File: src/hw/ips_pkg.sv
`default_nettype none
package ips_pkg;
	// ****************************************
	// sizes
	// ****************************************
	localparam int NUM_SRC     = 18;
	localparam int LVL_W       = 2;
	localparam int NUM_REGS    = 6;
	localparam int REG_IDX_W   = 3;
	localparam int PC_W        = 16;

	// ****************************************
	// register indices, byte address is index x 4
	// ****************************************
	localparam logic [7:0] IDX_BASE_LOW   = 8'hB8;
	localparam logic [7:0] IDX_BASE_HIGH  = 8'hB7;
	localparam logic [7:0] IDX_EXT_LOW_A  = 8'hEF;
	localparam logic [7:0] IDX_EXT_HIGH_A = 8'hF7;
	localparam logic [7:0] IDX_EXT_LOW_B  = 8'hFE;
	localparam logic [7:0] IDX_EXT_HIGH_B = 8'hFF;
	localparam logic [7:0] IDX_STATUS     = 8'hC0;
	localparam logic [7:0] IDX_CTRL       = 8'hC1;
	localparam logic [7:0] IDX_VECTOR     = 8'hC2;

	// ****************************************
	// writable masks and reset values
	// ****************************************
	localparam logic [7:0] MASK_BASE   = 8'h7F;
	localparam logic [7:0] MASK_EXT_A  = 8'hFF;
	localparam logic [7:0] MASK_EXT_B  = 8'h07;
	localparam logic [7:0] RST_PRIO    = 8'h00;

	// ****************************************
	// timing
	// ****************************************
	localparam int CALL_CYCLES  = 4;
	localparam int EXIT_CYCLES  = 5;
	localparam int LONG_INSN    = 6;
	localparam int DETECT_CYC   = 1;
	localparam int WORST_LAT    = EXIT_CYCLES + LONG_INSN + DETECT_CYC + CALL_CYCLES;

	// ****************************************
	// source numbering (natural order, 0 best)
	// ****************************************
	localparam int SRC_EXT0  = 0;
	localparam int SRC_BOD   = 1;
	localparam int SRC_WDT   = 2;
	localparam int SRC_T0    = 3;
	localparam int SRC_TWI   = 4;
	localparam int SRC_ADC   = 5;
	localparam int SRC_EXT1  = 6;
	localparam int SRC_PIN   = 7;
	localparam int SRC_T1    = 8;
	localparam int SRC_SER0  = 9;
	localparam int SRC_BRAKE = 10;
	localparam int SRC_SPI   = 11;
	localparam int SRC_T2    = 12;
	localparam int SRC_CAP   = 13;
	localparam int SRC_PWM   = 14;
	localparam int SRC_SER1  = 15;
	localparam int SRC_T3    = 16;
	localparam int SRC_WAKE  = 17;

	localparam logic [PC_W-1:0] VEC_TABLE [NUM_SRC] = '{
		16'h0003, 16'h0043, 16'h0053, 16'h000B, 16'h0033, 16'h005B,
		16'h0013, 16'h003B, 16'h001B, 16'h0023, 16'h0073, 16'h004B,
		16'h002B, 16'h0063, 16'h006B, 16'h007B, 16'h0083, 16'h008B};

	typedef enum logic [1:0] {
		IPS_IDLE,
		IPS_CALL
	} ips_state_t;
endpackage
`default_nettype wire

File: src/hw/ips_call_if.sv
`default_nettype none
interface ips_call_if;
	logic                      start;
	logic [ips_pkg::PC_W-1:0]  vector;
	logic                      busy;
	logic                      done;
	modport ctl (output start, output vector, input busy, input done);
	modport seq (input start, input vector, output busy, output done);
endinterface
`default_nettype wire

File: src/hw/ips_call_seq.sv
`default_nettype none
// hardware vector call sequencer: push pc, load vector
module ips_call_seq
	import ips_pkg::*;
(
	input  wire logic            clk_sys,
	input  wire logic            rst,
	ips_call_if.seq              call,
	output logic                 push_req,
	output logic                 load_pc,
	output logic [PC_W-1:0]      load_addr
);
	typedef struct packed {
		ips_state_t      st;
		logic [2:0]      cnt;
		logic [PC_W-1:0] vec;
		logic            push;
		logic            load;
	} ips_seq_t;

	ips_seq_t cur_ff;
	ips_seq_t nxt_cur;

	always_comb begin
		nxt_cur      = cur_ff;
		nxt_cur.push = 1'b0;
		nxt_cur.load = 1'b0;
		case (cur_ff.st)
			IPS_IDLE: begin
				if (call.start) begin
					nxt_cur.st   = IPS_CALL;
					nxt_cur.cnt  = 3'(CALL_CYCLES - 1);
					nxt_cur.vec  = call.vector;
					nxt_cur.push = 1'b1;
				end
			end
			IPS_CALL: begin
				if (cur_ff.cnt == 3'h1) begin
					nxt_cur.load = 1'b1;
				end
				if (cur_ff.cnt == 3'h0) begin
					nxt_cur.st = IPS_IDLE;
				end else begin
					nxt_cur.cnt = cur_ff.cnt - 3'h1;
				end
			end
			default: nxt_cur.st = IPS_IDLE;
		endcase
	end

	always_ff @(posedge clk_sys or posedge rst) begin
		if (rst) begin
			cur_ff <= '0;
		end else begin
			cur_ff <= nxt_cur;
		end
	end

	assign call.busy = (cur_ff.st == IPS_CALL);
	assign call.done = (cur_ff.st == IPS_CALL) && (cur_ff.cnt == 3'h0);
	assign push_req  = cur_ff.push;
	assign load_pc   = cur_ff.load;
	assign load_addr = cur_ff.vec;
endmodule
`default_nettype wire

File: src/hw/ips_ctrl.sv
`default_nettype none
module ips_ctrl
	import ips_pkg::*;
(
	input  wire logic                  clk_sys,
	input  wire logic                  rst,
	input  wire logic [31:0]           haddr,
	input  wire logic [1:0]            htrans,
	input  wire logic                  hwrite,
	input  wire logic [2:0]            hsize,
	input  wire logic                  hsel,
	input  wire logic                  hready,
	input  wire logic [31:0]           hwdata,
	output logic [31:0]                hrdata,
	output logic                       hreadyout,
	output logic                       hresp,
	input  wire logic [ips_pkg::NUM_SRC-1:0] irq_flags,
	input  wire logic                  insn_last,
	input  wire logic                  insn_writes_ie,
	input  wire logic                  insn_is_isr_exit,
	output logic                       call_push,
	output logic                       call_load_pc,
	output logic [ips_pkg::PC_W-1:0]   call_vector,
	output logic                       call_busy,
	output logic [ips_pkg::NUM_SRC-1:0] call_ack
);
	import ips_pkg::*;

	// ****************************************
	// state
	// ****************************************
	typedef struct packed {
		logic [7:0]         base_low;
		logic [7:0]         base_high;
		logic [7:0]         ext_low_a;
		logic [7:0]         ext_high_a;
		logic [7:0]         ext_low_b;
		logic [7:0]         ext_high_b;
		logic [3:0]         in_service;
		logic               wr_pend;
		logic [7:0]         wr_addr;
		logic [31:0]        rdata;
		logic [PC_W-1:0]    last_vec;
		logic [4:0]         last_src;
		logic               stall_ie;
		logic [NUM_SRC-1:0] ack;
	} ips_ctl_t;

	ips_ctl_t cur_ff;
	ips_ctl_t nxt_cur;

	ips_call_if call_bus ();

	// ****************************************
	// helpers
	// ****************************************
	function automatic logic [7:0] word_index(input logic [31:0] a);
		word_index = a[9:2];
	endfunction

	function automatic logic [7:0] write_mask(input logic [7:0] idx);
		case (idx)
			IDX_BASE_LOW,
			IDX_BASE_HIGH:  write_mask = MASK_BASE;
			IDX_EXT_LOW_A,
			IDX_EXT_HIGH_A: write_mask = MASK_EXT_A;
			IDX_EXT_LOW_B,
			IDX_EXT_HIGH_B: write_mask = MASK_EXT_B;
			default:        write_mask = 8'h00;
		endcase
	endfunction

	function automatic logic [1:0] lvl(input logic hi, input logic lo);
		lvl = {hi, lo};
	endfunction

	// ****************************************
	// per-source levels
	// ****************************************
	logic [LVL_W-1:0] src_lvl [NUM_SRC];

	always_comb begin
		src_lvl[SRC_EXT0]  = lvl(cur_ff.base_high[0], cur_ff.base_low[0]);
		src_lvl[SRC_T0]    = lvl(cur_ff.base_high[1], cur_ff.base_low[1]);
		src_lvl[SRC_EXT1]  = lvl(cur_ff.base_high[2], cur_ff.base_low[2]);
		src_lvl[SRC_T1]    = lvl(cur_ff.base_high[3], cur_ff.base_low[3]);
		src_lvl[SRC_SER0]  = lvl(cur_ff.base_high[4], cur_ff.base_low[4]);
		src_lvl[SRC_BOD]   = lvl(cur_ff.base_high[5], cur_ff.base_low[5]);
		src_lvl[SRC_ADC]   = lvl(cur_ff.base_high[6], cur_ff.base_low[6]);
		src_lvl[SRC_TWI]   = lvl(cur_ff.ext_high_a[0], cur_ff.ext_low_a[0]);
		src_lvl[SRC_PIN]   = lvl(cur_ff.ext_high_a[1], cur_ff.ext_low_a[1]);
		src_lvl[SRC_CAP]   = lvl(cur_ff.ext_high_a[2], cur_ff.ext_low_a[2]);
		src_lvl[SRC_PWM]   = lvl(cur_ff.ext_high_a[3], cur_ff.ext_low_a[3]);
		src_lvl[SRC_WDT]   = lvl(cur_ff.ext_high_a[4], cur_ff.ext_low_a[4]);
		src_lvl[SRC_BRAKE] = lvl(cur_ff.ext_high_a[5], cur_ff.ext_low_a[5]);
		src_lvl[SRC_SPI]   = lvl(cur_ff.ext_high_a[6], cur_ff.ext_low_a[6]);
		src_lvl[SRC_T2]    = lvl(cur_ff.ext_high_a[7], cur_ff.ext_low_a[7]);
		src_lvl[SRC_SER1]  = lvl(cur_ff.ext_high_b[0], cur_ff.ext_low_b[0]);
		src_lvl[SRC_T3]    = lvl(cur_ff.ext_high_b[1], cur_ff.ext_low_b[1]);
		src_lvl[SRC_WAKE]  = lvl(cur_ff.ext_high_b[2], cur_ff.ext_low_b[2]);
	end

	// ****************************************
	// poll and resolve
	// ****************************************
	logic             win_valid;
	logic [4:0]       win_src;
	logic [LVL_W-1:0] win_lvl;
	logic [LVL_W-1:0] busy_lvl;
	logic             any_busy;
	logic             grant;

	// combinational poll every cycle; live flags only
	always_comb begin
		win_valid = 1'b0;
		win_src   = 5'h00;
		win_lvl   = 2'h0;
		for (int i = 0; i < NUM_SRC; i++) begin
			// strict greater keeps natural order on ties
			if (irq_flags[i] && (!win_valid || src_lvl[i] > win_lvl)) begin
				win_valid = 1'b1;
				win_src   = 5'(i);
				win_lvl   = src_lvl[i];
			end
		end
	end

	always_comb begin
		any_busy = |cur_ff.in_service;
		busy_lvl = 2'h0;
		for (int l = 0; l < 4; l++) begin
			if (cur_ff.in_service[l]) begin
				busy_lvl = 2'(l);
			end
		end
	end

	assign grant = win_valid
		&& (!any_busy || win_lvl > busy_lvl)
		&& insn_last
		&& !insn_writes_ie
		&& !cur_ff.stall_ie
		&& !insn_is_isr_exit
		&& !call_bus.busy;

	assign call_bus.start  = grant;
	assign call_bus.vector = VEC_TABLE[win_src];

	// ****************************************
	// next state
	// ****************************************
	logic       bus_go;
	logic [7:0] cur_idx;

	assign bus_go  = hsel && hready && htrans[1];
	assign cur_idx = cur_ff.wr_addr;

	always_comb begin
		nxt_cur          = cur_ff;
		nxt_cur.wr_pend  = 1'b0;
		nxt_cur.ack      = '0;
		nxt_cur.stall_ie = 1'b0;
		if (cur_ff.wr_pend) begin
			case (cur_idx)
				IDX_BASE_LOW:   nxt_cur.base_low   = hwdata[7:0] & write_mask(cur_idx);
				IDX_BASE_HIGH:  nxt_cur.base_high  = hwdata[7:0] & write_mask(cur_idx);
				IDX_EXT_LOW_A:  nxt_cur.ext_low_a  = hwdata[7:0] & write_mask(cur_idx);
				IDX_EXT_HIGH_A: nxt_cur.ext_high_a = hwdata[7:0] & write_mask(cur_idx);
				IDX_EXT_LOW_B:  nxt_cur.ext_low_b  = hwdata[7:0] & write_mask(cur_idx);
				IDX_EXT_HIGH_B: nxt_cur.ext_high_b = hwdata[7:0] & write_mask(cur_idx);
				default: ;
			endcase
			// priority write blocks next boundary too
			nxt_cur.stall_ie = (write_mask(cur_idx) != 8'h00);
		end
		if (bus_go) begin
			nxt_cur.wr_pend = hwrite;
			nxt_cur.wr_addr = word_index(haddr);
			case (word_index(haddr))
				IDX_BASE_LOW:   nxt_cur.rdata = {24'h000000, cur_ff.base_low};
				IDX_BASE_HIGH:  nxt_cur.rdata = {24'h000000, cur_ff.base_high};
				IDX_EXT_LOW_A:  nxt_cur.rdata = {24'h000000, cur_ff.ext_low_a};
				IDX_EXT_HIGH_A: nxt_cur.rdata = {24'h000000, cur_ff.ext_high_a};
				IDX_EXT_LOW_B:  nxt_cur.rdata = {24'h000000, cur_ff.ext_low_b};
				IDX_EXT_HIGH_B: nxt_cur.rdata = {24'h000000, cur_ff.ext_high_b};
				IDX_STATUS:     nxt_cur.rdata = {19'h00000, cur_ff.last_src, 4'h0, cur_ff.in_service};
				IDX_VECTOR:     nxt_cur.rdata = {16'h0000, cur_ff.last_vec};
				default:        nxt_cur.rdata = 32'h00000000;
			endcase
		end
		if (grant) begin
			// per-source ack, flags cleared by sources themselves
			nxt_cur.ack[win_src]            = 1'b1;
			nxt_cur.in_service[win_lvl]     = 1'b1;
			nxt_cur.last_vec                = VEC_TABLE[win_src];
			nxt_cur.last_src                = win_src;
		end else if (insn_last && insn_is_isr_exit && any_busy) begin
			// interrupt return clears top level; plain return never reaches here
			nxt_cur.in_service[busy_lvl] = 1'b0;
		end
	end

	always_ff @(posedge clk_sys or posedge rst) begin
		if (rst) begin
			cur_ff <= '0;
		end else begin
			cur_ff <= nxt_cur;
		end
	end

	// ****************************************
	// call sequencer
	// ****************************************
	// push then load over four cycles
	// one detect cycle, then the call
	ips_call_seq u_seq (
		.clk_sys   (clk_sys),
		.rst       (rst),
		.call      (call_bus.seq),
		.push_req  (call_push),
		.load_pc   (call_load_pc),
		.load_addr (call_vector)
	);

	// return address is the core's business, no check here
	assign call_busy = call_bus.busy;
	assign call_ack  = cur_ff.ack;
	assign hrdata    = cur_ff.rdata;
	assign hreadyout = 1'b1;
	assign hresp     = 1'b0;
endmodule
`default_nettype wire

File: config.mk
export PLATFORM = sky130hd
export DESIGN_NAME = ips_ctrl
export DESIGN_NICKNAME = d
export VERILOG_FILES = /design/src/hw/ips_pkg.sv /design/src/hw/ips_call_if.sv /design/src/hw/ips_call_seq.sv /design/src/hw/ips_ctrl.sv
export SDC_FILE = /design/constraint.sdc
export NUM_CORES = 1
export LEC_CHECK = 0
export BUFFER_PORTS_ARGS = -buffer_cell sky130_fd_sc_hd__buf_2
export CAP_MARGIN = 20
export CORE_MARGIN = 2
export CORE_UTILIZATION = 60
export DETAILED_ROUTE_END_ITERATION = 6
export PLACE_DENSITY = 0.87
export SLEW_MARGIN = 20
export SYNTH_ARGS = -nofsm -noshare
export SYNTH_HDL_FRONTEND = slang
export SYNTH_HIERARCHICAL = 1
export SYNTH_SLANG_ARGS = --single-unit
export TNS_END_PERCENT = 1
File: constraint.sdc
create_clock -name clk_sys -period 66.4 [get_ports clk_sys]
set_input_delay 6.64 -clock clk_sys [delete_from_list [all_inputs] [get_ports clk_sys]]
set_output_delay 6.64 -clock clk_sys [all_outputs]
set_load 0.005 [all_outputs]
==> results.toml <==
[grt]
antenna_found_initial = 0
grt_overflow_total = 0
grt_max_degree = 74
grt_pass1_vias = 6056
grt_first_pass_wirelength_mm = 30.15
gr-usage-all-layers_pct = 28.74

[synth]
synthMuxAreaShare_pct = 9.233
synth_compound_area_share_pct = 16.89
synth_fa_ha_area_share_pct = 5.364
yosys_warnings = 6
synth_edf_count = 0
async_flop_share_pct = 100.0
synthesis.instances = 812
synth_xor_xnor_area_share_pct = 0
yosysUniqueCellTypes = 84
synthFlopType = "dfrtp_1"
synth-simple-area-share_pct = 17.54
syn_area_sq_mm = 0.007697
syn_area_per_cell_sq_um = 9.480
yosys_register_bits = 125
synth_top_family_by_area = "simple AND/OR/NAND/NOR gates"
ys_seq_area_share_pct = 40.64

[critical_path]
cp_num_buf_inv = 5
rrSetupSlack_ns = 40.51
r2r_start = "cur_ff[117]"
rr_worst_depth = 116
cp_data_required_time_ns = 66.70
crit_slowest_cell = "inv_1"
critPathMostFrequentCell = "ha_1"
reg2reg_to = "u_seq/load_addr[13]"
arrival_ns = 32.14
slowest_delay_ns = 0.68
endpoint_kind = "flip-flop"
cp_max_fo = 17
path_class = "input port to flip-flop"
path_delay_family = "compound AO/OA/AOI/OAI gates"
start_kind = "input port"

[timing]
grt_setup_unrepaired = "false"
tightest_slew_ns = 1.120
post-route-period-util_pct = 47.96
fin_worst_skew_ns = 0.008365
setup_viol = 0
post-route-min-period_ns = 31.84
slew_headroom_pct = 25.16
timing.final.hold_violations = 0
fmax_mhz = 31.40
setup_ws_ns = 34.56
slew_viol_final = 0
setup_tns_ns = 0

[die]
die_x_microns = 117.3
die_h_microns = 117.3
initial_core_util_pct = 61.24
die-area_sq_mm = 0.01375
core-area_sq_mm = 0.01257
rows = 41
ios = 166

[clock_tree]
clk_latency_ns = 0.41
cts_hold_buf = 0
cts_tree = "yes"
cts_resized = 0
htree_levels = 4
cts_inserted_buffers = 17
cts_setup_buffers = 0
ctsLongestPathBuffers = 2
cts-root-buf = "clkbuf_16"
cts.sink_count = 125
clkTransAtPathRegs_ns = 0.06

[min_path]
hold_path_depth = 1
holdPathEnd = "hrdata[6]"
hold_path_class = "flip-flop to flip-flop"
hp-start = "hrdata[6]"

[routing]
ant_nets = 0
routed_wl_mm = 19.05
vias = 6264
drc_errors = 0
avgRoutedWirePerCell_microns = 18.09
drt_first_pass_iters = 6
dr.first_iter.drc_count = 582
vias_per_cell = 5.949

[placement]
preCtsSetupSlack_ns = 34.68
place.gp.congestion = 0.9372
dp_hpwl_mm = 13.42
io_buffers = 92

[finish]
drive_above_1_share_pct = 22.02
diodes = 0
area_growth_pct = 10.53
nets = 997

[status]
outcome = "complete, no violations"

[run]
drv_cap = 0

[power_and_ir_drop]
power_density_mw_per_mm2 = 32.05
peakVddDrop_mv = 0.01862
leakage_uw = 0.004253
## worst max path at each step
stage | slack, ns | startpoint | end | cells past startpoint
finish | 34.56 | irq_flags[0] | u_seq/load_addr[13] | 117
global route | 32.38 | irq_flags[0] | u_seq/load_addr[2] | 117
CTS | 34.84 | irq_flags[0] | u_seq/load_addr[2] | 117
detailed placement | 34.68 | irq_flags[0] | u_seq/load_addr[2] | 117
global placement | 35.21 | irq_flags[0] | u_seq/load_addr[2] | 116
floorplan | 38.61 | irq_flags[0] | u_seq/load_addr[10] | 122
## sequential cells by signal (all words and copies together) (netlist names)
name and count:
u_seq/load_addr 16, u_seq/cur_ff 4, u_seq/load_pc 1, hrdata 13
cur_idx 8, call_ack 18, u_seq/push_req 1, cur_ff 64
## synthesized netlist by cell type (all sizes together), types with 12 or more instances
master | number | area (sq um)
a21oi | 20 | 115.1
and2 | 21 | 131.4
buf | 75 | 574.3
clkbuf | 13 | 48.80
dfrtp | 125 | 3128
ha | 33 | 412.9
inv | 43 | 161.4
mux2 | 45 | 540.5
mux2i | 17 | 170.2
nand2 | 107 | 404.1
nor2 | 72 | 272.8
nor2b | 16 | 107.6
nor3 | 12 | 60.06
o21ai | 58 | 294.0
## cell type report
cell class	instances	area [sq um]
Sequential cell	125	3128
Multi-Input combinational cell	585	3905
Clock buffer	24	491.7
Fill cell	943	4060
Tap cell	172	215.2
Timing Repair Buffer	96	490.5
Inverter	44	167.7
Clock inverter	7	110.1
## cells in the final DEF, fill, tap and decap left out, types with 4 or more instances in the layout
cell type and n:
buf_2 92, or2_2 5, nand2_1 106, mux2i_1 17, o211ai_1 9, conb_1 32, clkinv_2 4, o31ai_1 5
a21o_1 8, inv_1 42, a222oi_1 5, mux2_4 9, nand3_1 9, nor2b_1 15, mux2_2 34, a221oi_1 5
clkbuf_16 17, a31oi_1 8, clkbuf_8 4, and2_1 21, nor3_1 11, o21ai_0 55, a22o_1 9, nand2b_1 5
dfrtp_1 125, ha_1 33, a22oi_1 6, buf_4 4, o2111ai_1 4, a21oi_1 18, nand4_1 5, nor2_1 71
o21a_1 4
## where the power goes
| group | switching [uW] | total (uW) | internal, uW |
|---|---|---|---|
| combinational | 44.6 | 79.5 | 34.9 |
| clock | 31.8 | 94.3 | 62.5 |
| sequential | 11.2 | 98.9 | 87.8 |
## cells by family after synthesis
family                   after synthesis
buffers and inverters                132
AND/OR/NAND/NOR                      279
other                                  2
AO/OA/AOI/OAI                        179
adder cells (fa/ha/maj)               33
multiplexers                          62
flip-flops                           125
## per-stage QoR
step | hold slack (ns) | area (sq um) | total power (uW) | instances | utilization, %
after floorplan | 0.4457 | 7810 | 161.6 | 842 | -
after global placement | 0.4538 | 7901 | 172.6 | 1022 | 62.87
after detailed placement | 0.4648 | 7901 | 176.9 | 1022 | 62.87
after CTS | 0.4785 | 8503 | 272.4 | 1053 | 67.66
after global routing | 0.5045 | 8508 | 287.3 | 1053 | 67.70
final | 0.4769 | 8508 | 272.7 | 1053 | 67.70
## metal layers
| metal | routed length [microns] | share of wire, % | global-route usage (%) |
|---|---|---|---|
| met5 | 0 | 0 | 0 |
| met2 | 9202 | 48 | 45.90 |
| met4 | 624 | 3.3 | 11.84 |
| met1 | 7735 | 41 | 38.02 |
| met3 | 1490 | 7.8 | 6.540 |
No activity file was read; power rests on OpenSTA's default activity.
